--- src/sar_ctrl_pkg.sv ---
// shared constants, types and register map of the converter control block
// assumes a single 200 MHz clock domain and a synchronous active-high reset
package sar_ctrl_pkg;
    localparam int          RES_W         = 18;
    localparam int          CLK_PERIOD_PS = 5000;
    // acquisition window, in ns
    localparam int          ACQ_NS        = 250;
    localparam int          ACQ_CYC       = (ACQ_NS * 1000 + CLK_PERIOD_PS - 1) / CLK_PERIOD_PS;
    localparam int          ACQ_CNT_W     = $clog2(ACQ_CYC + 1);
    localparam logic [4:0]  SAR_TOP_BIT   = 5'h11;

    // register map, byte addresses
    localparam logic [3:0]  REG_CTRL      = 4'h0;
    localparam logic [3:0]  REG_STATUS    = 4'h4;
    localparam logic [3:0]  REG_RESULT    = 4'h8;
    localparam int          CTRL_INHIBIT  = 0;
    localparam logic        CTRL_RST      = 1'h0;
    localparam int          STAT_BUSY     = 0;
    localparam int          STAT_LOWPWR   = 1;
    localparam int          STAT_ARMED    = 2;
    localparam int          STAT_REFBUF   = 3;

    // bus formats
    localparam logic [1:0]  FMT_PAR18     = 2'h0;
    localparam logic [1:0]  FMT_WORD16    = 2'h1;
    localparam logic [1:0]  FMT_BYTE8     = 2'h2;
    localparam logic [1:0]  FMT_SERIAL    = 2'h3;

    typedef enum logic [2:0] {
        ST_ACQ   = 3'h1,
        ST_ARMED = 3'h2,
        ST_CONV  = 3'h4
    } conv_state_t;

    typedef struct packed {
        logic [3:0]  addr;
        logic [31:0] wdata;
        logic        write;
        logic        read;
    } reg_req_t;
endpackage

--- src/sar_conv_ctrl.sv ---
// conversion sequencer, successive approximation logic and parallel bus multiplexer
// assumes all control pins are asynchronous and the comparator output is on this clock
`timescale 1ns/1ps
module sar_conv_ctrl
    import sar_ctrl_pkg::*;
(
    // clock and reset
    input  wire logic              clock,
    input  wire logic              reset,
    // control pins
    input  wire logic              convert_start_n,
    input  wire logic              power_down_in,
    input  wire logic              refbuf_disable,
    input  wire logic              bus_format_sel_lo,
    input  wire logic              bus_format_sel_hi,
    input  wire logic              cs_n,
    input  wire logic              rd_n,
    // data pins
    input  wire logic [RES_W-1:0]  data_in,
    output logic      [RES_W-1:0]  data_out,
    output logic      [RES_W-1:0]  data_oe,
    // status pins
    output logic                   busy,
    output logic                   low_power,
    output logic                   refbuf_enable,
    // analog core
    input  wire logic              comp_in,
    output logic                   sample_hold,
    output logic      [RES_W-1:0]  dac_code,
    // register port
    input  wire reg_req_t          reg_req,
    output logic      [31:0]       reg_rdata
);
    localparam int SYNC_W = 10;

    // two-stage synchroniser for every control pin input and data_in[2:0]
    logic [SYNC_W-1:0] sync1_r, sync2_r, sync1_nxt;
    logic              convert_start_n_d_r;
    logic              convert_start_n_s, pd_s, refbuf_off_s, cs_s, rd_s;
    logic [1:0]        fmt_s;
    logic              code_fmt_s, word_sel_s, byte_sel_s;

    assign sync1_nxt = {convert_start_n, power_down_in, refbuf_disable, bus_format_sel_hi,
                        bus_format_sel_lo, cs_n, rd_n, data_in[2:0]};
    assign {convert_start_n_s, pd_s, refbuf_off_s, fmt_s, cs_s, rd_s,
            byte_sel_s, word_sel_s, code_fmt_s} = sync2_r;

    always_ff @(posedge clock) begin
        if (reset) begin
            sync1_r   <= 10'h298;
            sync2_r   <= 10'h298;
            convert_start_n_d_r <= 1'h1;
        end else begin
            sync1_r   <= sync1_nxt;
            sync2_r   <= sync1_r;
            convert_start_n_d_r <= convert_start_n_s;
        end
    end

    // sequencer state
    conv_state_t            state_r, state_nxt;
    logic [ACQ_CNT_W-1:0]   acq_cnt_r, acq_cnt_nxt;
    logic [4:0]             bit_r, bit_nxt;
    logic [RES_W-1:0]       sar_r, sar_nxt, result_r, result_nxt, decision;
    logic                   inhibit_r, inhibit_nxt;
    logic                   busy_r, busy_nxt, lowpwr_r, lowpwr_nxt, refbuf_r, refbuf_nxt;
    logic                   blocked, convert_start_n_fall, acq_done;

    assign blocked    = pd_s | inhibit_r;
    assign convert_start_n_fall = convert_start_n_d_r & ~convert_start_n_s;
    assign acq_done   = (acq_cnt_r == ACQ_CNT_W'(ACQ_CYC - 1));

    function automatic logic [RES_W-1:0] bit_mask(input logic [4:0] idx);
        bit_mask = RES_W'(1) << idx;
    endfunction

    always_comb begin
        state_nxt   = state_r;
        acq_cnt_nxt = acq_cnt_r;
        bit_nxt     = bit_r;
        sar_nxt     = sar_r;
        result_nxt  = result_r;
        decision    = comp_in ? sar_r : (sar_r & ~bit_mask(bit_r));
        case (state_r)
            ST_ACQ: begin
                if (!acq_done) begin
                    acq_cnt_nxt = acq_cnt_r + ACQ_CNT_W'(1);
                end else if (!convert_start_n_s && !blocked) begin
                    state_nxt = ST_CONV;
                    bit_nxt   = SAR_TOP_BIT;
                    sar_nxt   = bit_mask(SAR_TOP_BIT);
                end else if (convert_start_n_s) begin
                    state_nxt = ST_ARMED;
                end
            end
            ST_ARMED: begin
                // start on falling edge, unless blocked
                if (convert_start_n_fall && !blocked) begin
                    state_nxt = ST_CONV;
                    bit_nxt   = SAR_TOP_BIT;
                    sar_nxt   = bit_mask(SAR_TOP_BIT);
                end
            end
            ST_CONV: begin
                if (bit_r == 5'h0) begin
                    result_nxt  = decision;
                    state_nxt   = ST_ACQ;
                    acq_cnt_nxt = '0;
                end else begin
                    bit_nxt = bit_r - 5'h1;
                    sar_nxt = decision | bit_mask(bit_r - 5'h1);
                end
            end
            default: begin
                state_nxt   = ST_ACQ;
                acq_cnt_nxt = '0;
            end
        endcase
        busy_nxt    = (state_nxt == ST_CONV);
        lowpwr_nxt  = pd_s && (state_nxt != ST_CONV);
        refbuf_nxt  = ~refbuf_off_s;
        inhibit_nxt = inhibit_r;
        if (reg_req.write && reg_req.addr == REG_CTRL) begin
            inhibit_nxt = reg_req.wdata[CTRL_INHIBIT];
        end
    end

    always_ff @(posedge clock) begin
        if (reset) begin
            state_r   <= ST_ACQ;
            acq_cnt_r <= '0;
            bit_r     <= 5'h0;
            sar_r     <= '0;
            result_r  <= '0;
            inhibit_r <= CTRL_RST;
            busy_r    <= 1'h0;
            lowpwr_r  <= 1'h0;
            refbuf_r  <= 1'h0;
        end else begin
            state_r   <= state_nxt;
            acq_cnt_r <= acq_cnt_nxt;
            bit_r     <= bit_nxt;
            sar_r     <= sar_nxt;
            result_r  <= result_nxt;
            inhibit_r <= inhibit_nxt;
            busy_r    <= busy_nxt;
            lowpwr_r  <= lowpwr_nxt;
            refbuf_r  <= refbuf_nxt;
        end
    end

    assign busy          = busy_r;
    assign sample_hold   = busy_r;
    assign dac_code      = sar_r;
    assign low_power     = lowpwr_r;
    assign refbuf_enable = refbuf_r;

    // parallel bus multiplexer
    logic [RES_W-1:0] dout_r, dout_nxt, doe_r, doe_nxt, coded;
    logic             rd_en;

    assign rd_en = ~cs_s & ~rd_s;

    always_comb begin
        // two's complement flips the sign bit
        coded    = code_fmt_s ? result_r : {~result_r[RES_W-1], result_r[RES_W-2:0]};
        dout_nxt = '0;
        doe_nxt  = '0;
        case (fmt_s)
            FMT_PAR18: begin
                dout_nxt = result_r;
                doe_nxt  = '1;
            end
            FMT_WORD16: begin
                doe_nxt = 18'h3fffc;
                if (!word_sel_s) begin
                    dout_nxt[17:2] = coded[17:2];
                end else begin
                    dout_nxt[3:2] = coded[1:0];
                end
            end
            FMT_BYTE8: begin
                doe_nxt = 18'h3fc00;
                if (!word_sel_s && !byte_sel_s) begin
                    dout_nxt[17:10] = coded[17:10];
                end else if (!word_sel_s) begin
                    dout_nxt[17:10] = coded[9:2];
                end else if (!byte_sel_s) begin
                    dout_nxt[11:10] = coded[1:0];
                end else begin
                    dout_nxt[17:16] = coded[1:0];
                end
            end
            default: doe_nxt = '0;
        endcase
        if (!rd_en) begin
            doe_nxt = '0;
        end
    end

    // register read port
    logic [31:0] rdata_r, rdata_nxt;

    always_comb begin
        rdata_nxt = 32'h0;
        if (reg_req.read) begin
            case (reg_req.addr)
                REG_CTRL: rdata_nxt[CTRL_INHIBIT] = inhibit_r;
                REG_STATUS: begin
                    rdata_nxt[STAT_BUSY]   = busy_r;
                    rdata_nxt[STAT_LOWPWR] = lowpwr_r;
                    rdata_nxt[STAT_ARMED]  = (state_r == ST_ARMED);
                    rdata_nxt[STAT_REFBUF] = refbuf_r;
                end
                REG_RESULT: rdata_nxt[RES_W-1:0] = result_r;
                default: rdata_nxt = 32'h0;
            endcase
        end
    end

    always_ff @(posedge clock) begin
        if (reset) begin
            dout_r  <= '0;
            doe_r   <= '0;
            rdata_r <= 32'h0;
        end else begin
            dout_r  <= dout_nxt;
            doe_r   <= doe_nxt;
            rdata_r <= rdata_nxt;
        end
    end

    assign data_out  = dout_r;
    assign data_oe   = doe_r;
    assign reg_rdata = rdata_r;
endmodule // sar_conv_ctrl

--- config.mk ---
export PLATFORM = sky130hd
export DESIGN_NAME = sar_conv_ctrl
export DESIGN_NICKNAME = d
export VERILOG_FILES = /design/src/sar_ctrl_pkg.sv /design/src/sar_conv_ctrl.sv
export SDC_FILE = /design/constraint.sdc
export NUM_CORES = 1
export LEC_CHECK = 0
export ABC_AREA = 1
export BUFFER_PORTS_ARGS = -buffer_cell sky130_fd_sc_hd__buf_2
export CAP_MARGIN = 30
export CORE_MARGIN = 1
export CORE_UTILIZATION = 30
export DETAILED_ROUTE_END_ITERATION = 7
export HOLD_SLACK_MARGIN = 0.05
export PLACE_DENSITY_LB_ADDON = 0.1
export SLEW_MARGIN = 20
export SYNTH_ARGS = -nofsm -noshare
export SYNTH_HDL_FRONTEND = slang
export SYNTH_SLANG_ARGS = --single-unit
--- constraint.sdc ---
create_clock -name clock -period 1.5 [get_ports clock]
set_input_delay 0.3 -clock clock [delete_from_list [all_inputs] [get_ports clock]]
set_output_delay 0.3 -clock clock [all_outputs]
set_load 0.02 [all_outputs]
==> results of run 1 <==
-- worst min path at each step --
stage	end	slack [ns]	depth (start not counted)
final	sync1_r[3]	0.08	2
after global routing	sync1_r[3]	0.07	2
after CTS	sync1_r[3]	0.05	2
after detailed placement	refbuf_enable	0.37	1
after global placement	refbuf_enable	0.38	1
after floorplan	refbuf_enable	0.37	1
-- cell families after synthesis --
logic type      count (synthesis)  synth area share
fa+ha+maj                       8           0.02030
xor+xnor                        3          0.005330
buf+inv                       127            0.1388
compound gates                133            0.1479
simple gates                  249            0.2241
flops                         114            0.4628
other cells                     1         0.0007605
-- registers in the layout (all words and copies together), names as in the netlist --
register,flops
acq_cnt_r,6
bit_r,5
busy,1
convert_start_n_d_r,1
dac_code,18
data_oe,3
data_out,18
inhibit_r,1
low_power,1
refbuf_enable,1
reg_rdata,18
result_r,18
state_r,3
sync1_r,10
sync2_r,10
-- worst max-delay path: cells and delay by family (launching register included) --
family | cells | cell delay (ns)
buf+inv | 2 | 0.22
compound gates | 2 | 0.21
fa+ha+maj | 1 | 0.16
flops | 1 | 0.32
simple gates | 5 | 0.46
-- metrics by stage --
| stage | worst slack (ns) | power, uW | cells | hold WS, ns | setup TNS (ns) |
|---|---|---|---|---|---|
| global placement | -0.2030 | 3856 | 962 | 0.3793 | -1.558 |
| global route | -0.08742 | 8615 | 1000 | 0.07498 | -1.472 |
| finish | 0.005885 | 8290 | 1000 | 0.07943 | 0 |
| CTS | -0.04080 | 8271 | 996 | 0.05484 | -0.2686 |
| floorplan | 0.01012 | 3683 | 648 | 0.3682 | 0 |
| detailed placement | -0.1832 | 3864 | 962 | 0.3737 | -2.463 |
-- synth_stat cells (all sizes together) --
library cell / number / area share
clkbuf: 11 / 0.012
dfxtp: 114 / 0.46
o21bai: 2 / 0.0030
nand3: 41 / 0.044
a32oi: 1 / 0.0018
a211oi: 9 / 0.018
nand4: 5 / 0.0063
nor2: 79 / 0.063
o21ai: 69 / 0.070
nor3: 11 / 0.013
buf: 40 / 0.067
or2: 9 / 0.011
a21oi: 45 / 0.046
nand2: 104 / 0.086
o32ai: 1 / 0.0018
a22oi: 1 / 0.0015
conb: 1 / 0.00076
ha: 8 / 0.020
o22ai: 3 / 0.0038
a31oi: 2 / 0.0025
xor2: 3 / 0.0053
inv: 76 / 0.059
-- report_power, final --
group / leakage (uW) / switching, uW / internal [uW]
Clock: 0.000312 / 1380 / 2960
Combinational: 0.00184 / 533 / 292
Sequential: 0.000926 / 37.1 / 3100
Total: 0.00308 / 1940 / 6350
-- final cells by class --
cell class	count	area, um2	share of cell area
Inverter	76	297.8	0.04459
Clock buffer	19	442.9	0.06632
Multi-Input combinational cell	408	2211	0.3310
Sequential cell	114	2288	0.3426
Clock inverter	12	187.7	0.02810
Timing Repair Buffer	155	980.9	0.1469
Tap cell	216	270.3	0.04046
-- per-layer routing --
layer,vias to the layer above,track usage,share of wire
li1,2289,-,-
met1,2061,0.2151,0.47
met2,112,0.2619,0.46
met3,16,0.04223,0.050
met4,0,0.06977,0.016
met5,-,0,0
-- repair_timing --
action,4_1_cts,5_1_grt
setup buffers,0,2
gates cloned,1,2
setup endpoints to repair,30,48
pin swaps,3,14
hold buffers,2,0
resized for setup,17,66
endpoints found under the hold margin,2,0
==> results_dict.tcl, run 1 <==
set metrics [dict create \
    grt_usage 0.1662 \
    grt_overflow 0 \
    finalHoldViolations 0 \
    fp.dieH_um 130.2 \
    skew_ns 0.005006 \
    syn_area_per_cell_um2 7.765 \
    num_vias 4478 \
    cts_tree "built" \
    hold_class "in2reg" \
    final_cell_area_um2 6679 \
    clkTransAtPathRegs_ns 0.05 \
    htree_levels 4 \
    required_ns 1.77 \
    drt_wl_total_um 13460 \
    fmax_ghz 0.6693 \
    cp_slowest_cell "dfxtp_2" \
    fillCellCount 1672 \
    cts.sinks 114 \
    final-max-slew-violation-count 0 \
    ios 156 \
    setup_viol 0 \
    worst_slew_pin_slew_ns 0.5502 \
    arrival_ns 1.77 \
    antenna_found_initial 0 \
    r2r-end "dac_code[5]" \
    clockRootBuffer "clkbuf_16" \
    numCtsBuffers 17 \
    grt_max_degree 46 \
    clk_latency_ns 0.41 \
    dieArea_um2 16950 \
    num_rows 46 \
    cp-endpoint "dac_code[5]" \
    ys_warn_count 0 \
    timing.rr.start "acq_cnt_r[1]" \
    final_layout_size_suffix_gt1_frac 0.3265 \
    drt-vias-per-instance 4.478 \
    place.gp.congestion 0.8194 \
    drt_iter0_markers 280 \
    initial_core_util 0.3093 \
    reg2reg_depth 10 \
    layout_commonest_cell "dfxtp_1" \
    critPathMaxFanout 6 \
    grt_pass1_vias 4356 \
    area.growth.synth_to_final_pct 35.45 \
    final_nets 846 \
    portBuffers 95 \
    rsz0062_at_grt "yes" \
    coreArea_um2 15940 \
    layout_min_cycle_time_ns 1.494 \
    ys_types 35 \
    max_stage_delay_ns 0.32 \
    end_kind "flop" \
    hp-start "rd_n" \
    slew_headroom 0.6332 \
    drc 0 \
    cts_buffer_depth 2 \
    fp.dieW_um 130.2 \
    start_kind "flop" \
    ys_seq_area_frac 0.4628 \
    hpwlAfterDp_um 9204 \
    leakagePower_uw 0.003080 \
    finish.utilization 0.4189 \
    syn_inst 635 \
    ant_nets 0 \
    num_antenna_cells 0 \
    pwr_density_cell_nw_per_um2 1241 \
    worstSetupPathType "reg2reg" \
    grt_pass1_wl_um 21360 \
    finalCritPeriodShare 0.9961 \
    r2r_slack_ns 0.006 \
    final_cell_mix "109 x dfxtp_1, 95 x buf_2, 91 x nand2_1, 70 x nor2_1, 66 x inv_1" \
    firstDrtPassIters 4 \
    peakVddDrop_uv 1116 \
    syn_area_um2 4931 \
    status "finished, final reports clean" \
    worstPathCellList "inv_2 -> ha_2 -> nand3_2 -> nor2_2 -> nand2_1 -> nand2_2 -> nand2_4 -> clkbuf_16 -> o21ai_2 -> a21oi_2" \
    placed_area_um2 5764 \
    drv_cap 0 \
    ys_ff_latch 114 \
    wl_per_cell_um 13.46 \
    worstSetupStartpoint "acq_cnt_r[1]" \
]
No activity file was read; power rests on OpenSTA's default activity.
==> inputs of run 2 (changes only) <==
Settings changed: CORE_ASPECT_RATIO set to 0.75.
==> results_dict.tcl, run 2 (synthesized netlist as in run 1, its figures left out) <==
set metrics [dict create \
    worstPathCellList "nor2_1 -> nand2_2 -> o21ai_0 -> nand2_1 -> nand2_1 -> a21oi_1" \
    area.growth.synth_to_final_pct 36.69 \
    final_nets 843 \
    numCtsBuffers 17 \
    crit_family "simple AND/OR/NAND/NOR gates" \
    globalRouteMet3Util 0.04798 \
    ant_nets 0 \
    grt_usage 0.1630 \
    coreArea_um2 16070 \
    hpwlAfterDp_um 9170 \
    leakagePower_uw 0.003092 \
    drt_wl_total_um 13530 \
    worstSetupPathType "reg2reg" \
    num_rows 40 \
    critPathMaxFanout 8 \
    ios 156 \
    drt_iter0_markers 285 \
    num_antenna_cells 0 \
    use_met2 0.2432 \
    cp_slowest_cell "dfxtp_2" \
    worstSetupStartpoint "bit_r[4]" \
    rsz0062_at_grt "yes" \
    cts.sinks 114 \
    cts_buffer_depth 2 \
    arrival_ns 1.76 \
    htree_levels 4 \
    layout_commonest_cell "dfxtp_1" \
    required_ns 1.78 \
    wl_per_cell_um 13.64 \
    final-max-slew-violation-count 0 \
    start_kind "flop" \
    place.gp.congestion 0.8379 \
    layout_min_cycle_time_ns 1.485 \
    grt_busiest_layer "met2" \
    path_common_cell "nand2_1" \
    firstDrtPassIters 5 \
    finalHoldViolations 0 \
    initial_core_util 0.3069 \
    pwr_density_cell_nw_per_um2 1294 \
    fp.dieW_um 150.0 \
    num_vias 4505 \
    dieArea_um2 16960 \
    peakVddDrop_uv 622.2 \
    setup_viol 0 \
    clk_latency_ns 0.41 \
    antenna_found_initial 0 \
    grt_pass1_wl_um 21090 \
    skew_ns 0.009501 \
    fp.dieH_um 113.0 \
    finalCritPeriodShare 0.9900 \
    cts_tree "built" \
    grt_pass1_vias 4177 \
    grt_overflow 0 \
    drt-vias-per-instance 4.541 \
    dp_slack_ns -0.1201 \
    hold_class "in2reg" \
    fillCellCount 1624 \
    hp-start "rd_n" \
    drv_cap 0 \
    whs_ns 0.07960 \
    r2r_slack_ns 0.01 \
    clockRootBuffer "clkbuf_16" \
    status "finished, final reports clean" \
    clkTransAtPathRegs_ns 0.05 \
    fmax_ghz 0.6734 \
    drc 0 \
    final_layout_size_suffix_gt1_frac 0.3235 \
    gr-usage-met1 0.2264 \
    final_cell_mix "109 x dfxtp_1, 95 x buf_2, 90 x nand2_1, 70 x nor2_1, 66 x inv_1" \
    grt_max_degree 74 \
    max_stage_delay_ns 0.36 \
    timing.rr.start "bit_r[4]" \
    portBuffers 95 \
    end_kind "flop" \
    worst_slack_ns 0.01498 \
    cp_num_buf_inv 0 \
]
[run 2: through the flow]
stage,util,power (uW),cells,instance area (um2),setup TNS [ns]
floorplan,-,3683,648,4982,0
global placement,0.3582,3854,954,5754,-1.811
detailed placement,0.3582,3868,954,5754,-2.000
CTS,0.4054,8698,987,6513,0
global route,0.4195,9077,992,6740,-0.6855
finish,0.4195,8724,992,6740,0
[run 2: power by group]
| group | internal, uW | total [uW] | leakage (uW) | switching (uW) |
|---|---|---|---|---|
| clock network | 3330 | 4740 | 0.000330 | 1420 |
| logic | 300 | 841 | 0.00184 | 540 |
| registers | 3100 | 3140 | 0.000926 | 42.4 |
[run 2: layout make-up]
| class | count | area (um2) | share of cell area |
|---|---|---|---|
| clock buffers | 19 | 442.9 | 0.06571 |
| clock inverters | 13 | 255.2 | 0.03787 |
| inverters | 76 | 295.3 | 0.04381 |
| multi-input cells | 408 | 2221 | 0.3295 |
| flip-flops and latches | 114 | 2288 | 0.3395 |
| well taps | 210 | 262.8 | 0.03898 |
| repair buffers | 152 | 974.7 | 0.1446 |
[run 2: worst reg2reg max path: stages (launching register included)]
cell	delay, ns
dfxtp_2	0.36
nor2_1	0.27
nand2_2	0.23
o21ai_0	0.29
nand2_1	0.09
nand2_1	0.06
a21oi_1	0.06
[run 2: per-layer routing]
layer  routed length, um  vias to the layer above
met1                6898                     2079
li1                    -                     2284
met3                 772                        4
met2                5798                      138
met4                  61                        0
met5                   0                        -
[run 2: timing repair]
| action | in CTS | in global routing |
|---|---|---|
| endpoints found under the setup margin | 32 | 49 |
| buffers inserted | 0 | 3 |
| pin swaps | 2 | 13 |
| hold buffers | 0 | 0 |
| cloned | 1 | 2 |
| resized for setup | 22 | 53 |
| hold endpoints to repair | 0 | 0 |
[run 2: worst paths after layout]
path,to,depth (start not counted)
setup / recovery,dac_code[12],6
hold / removal,sync1_r[3],2
setup reg to reg,dac_code[12],6
hold reg to reg,refbuf_enable,1
==> inputs of run 3 (changes only) <==
Settings changed: CELL_PAD_IN_SITES_DETAIL_PLACEMENT set to 0, CELL_PAD_IN_SITES_GLOBAL_PLACEMENT set to 1.
==> results_dict.tcl, run 3 (synthesized netlist as in run 1, its figures left out) <==
set metrics [dict create \
    num_antenna_cells 0 \
    firstDrtPassIters 4 \
    layout_commonest_cell "dfxtp_1" \
    drt-met1-wl_um 7191 \
    worstPathCellList "inv_2 -> ha_4 -> nand3_4 -> nor2_4 -> nand2_2 -> nand2_2 -> nand2_4 -> clkbuf_16 -> o21ai_4 -> a21oi_2" \
    pwr_density_cell_nw_per_um2 1167 \
    drv_cap 0 \
    cts.sinks 114 \
    rsz0062_at_grt "yes" \
    area.growth.synth_to_final_pct 38.95 \
    ant_nets 0 \
    cp_slowest_cell "dfxtp_2" \
    final_nets 859 \
    peakVddDrop_uv 664.6 \
    cts_buffer_depth 2 \
    worst_slew_pin_slew_ns 0.5663 \
    clk_latency_ns 0.41 \
    grt_overflow 0 \
    numCtsBuffers 17 \
    place.gp.congestion 0.7781 \
    fp.dieW_um 150.0 \
    hold_class "in2reg" \
    hpwlAfterDp_um 9677 \
    portBuffers 95 \
    start_kind "flop" \
    leakagePower_uw 0.003134 \
    cts_tree "built" \
    fp.dieH_um 113.0 \
    max_stage_delay_ns 0.32 \
    arrival_ns 1.75 \
    finalHoldViolations 0 \
    coreArea_um2 16070 \
    final_layout_size_suffix_gt1_frac 0.3672 \
    critPathMaxFanout 6 \
    status "finished, final reports clean" \
    final-max-slew-violation-count 0 \
    num_rows 40 \
    drt-vias-per-instance 4.559 \
    final_cell_area_um2 6852 \
    worstSetupPathType "reg2reg" \
    layout_min_cycle_time_ns 1.483 \
    num_vias 4595 \
    htree_levels 4 \
    grt_pass1_wl_um 21870 \
    wl_met3_um 716 \
    antenna_found_initial 0 \
    end_kind "flop" \
    grt_pass1_vias 4301 \
    top_layer_used "met4" \
    routed-wl-met2_um 6076 \
    final_cell_mix "108 x dfxtp_1, 95 x buf_2, 86 x nand2_1, 72 x nor2_1, 65 x inv_1" \
    required_ns 1.77 \
    reg2reg_depth 10 \
    drt_iter0_markers 312 \
    initial_core_util 0.3069 \
    ios 156 \
    drc 0 \
    skew_ns 0.01117 \
    grt_usage 0.1672 \
    hold_depth 2 \
    drt_wl_total_um 14100 \
    finalCritPeriodShare 0.9887 \
    whs_ns 0.07819 \
    clkTransAtPathRegs_ns 0.06 \
    grt_max_degree 46 \
    clockRootBuffer "clkbuf_16" \
    setup_tns_ns 0 \
    slew_headroom 0.6225 \
    placed_area_um2 5872 \
    dieArea_um2 16960 \
    path_common_cell "nand2_2" \
    wl_per_cell_um 13.99 \
    fmax_ghz 0.6743 \
    setup_viol 0 \
]
-- run 3: routing by layer --
| layer | vias to the layer above | track usage |
|---|---|---|
| met5 | - | 0 |
| met4 | 0 | 0.04377 |
| met3 | 14 | 0.04395 |
| met2 | 129 | 0.2460 |
| met1 | 2133 | 0.2396 |
| li1 | 2319 | - |
-- run 3: cell type report --
class                   instances  area [um2]
clock buffers                  17       425.4
clock inverters                15       145.1
fillers                      1658        9214
inverters                      76       297.8
multi-input cells             409        2318
flip-flops and latches        114        2290
well taps                     210       262.8
repair buffers                167        1112
-- run 3: metrics by stage --
| step | total power, uW | cells | setup WS (ns) | util |
|---|---|---|---|---|
| 6_report | 7993 | 1008 | 0.01700 | 0.4265 |
| 5_1_grt | 8354 | 1008 | -0.09483 | 0.4265 |
| 4_1_cts | 7900 | 1002 | 0.0005917 | 0.4057 |
| 3_5_place_dp | 3928 | 968 | -0.1117 | 0.3655 |
| 3_3_place_gp | 3928 | 968 | -0.09748 | 0.3655 |
| 2_1_floorplan | 3683 | 648 | 0.01012 | - |
-- run 3: path summary, 6_finish.rpt --
check	endpoint	startpoint	slack [ns]
worst min register to register	sync2_r[6]	sync1_r[6]	0.39
worst max register to register	dac_code[1]	acq_cnt_r[1]	0.02
worst max-delay path	dac_code[1]	acq_cnt_r[1]	0.02
worst min-delay path	sync1_r[3]	rd_n	0.08
-- run 3: critical path, delay by kind of cell, from the launching register on --
kind	cells	cell delay [ns]
AOI/OAI and AO/OA	2	0.19
adders and majority gates	1	0.14
buffers and inverters	2	0.25
DFF	1	0.32
and+or+nand+nor	5	0.45
-- run 3: where the power goes --
part / internal, uW / leakage, uW / switching [uW]
Sequential: 3090 / 0.000926 / 40.7
Combinational: 366 / 0.00194 / 587
Clock: 2320 / 0.000272 / 1590
-- run 3: timing repair --
item                       in CTS  in global routing
buffers inserted                1                  2
pin swaps                       3                 26
gates cloned                    1                  4
hold buffers                    0                  0
setup endpoints to repair      36                 50
gates resized for setup        21                 86
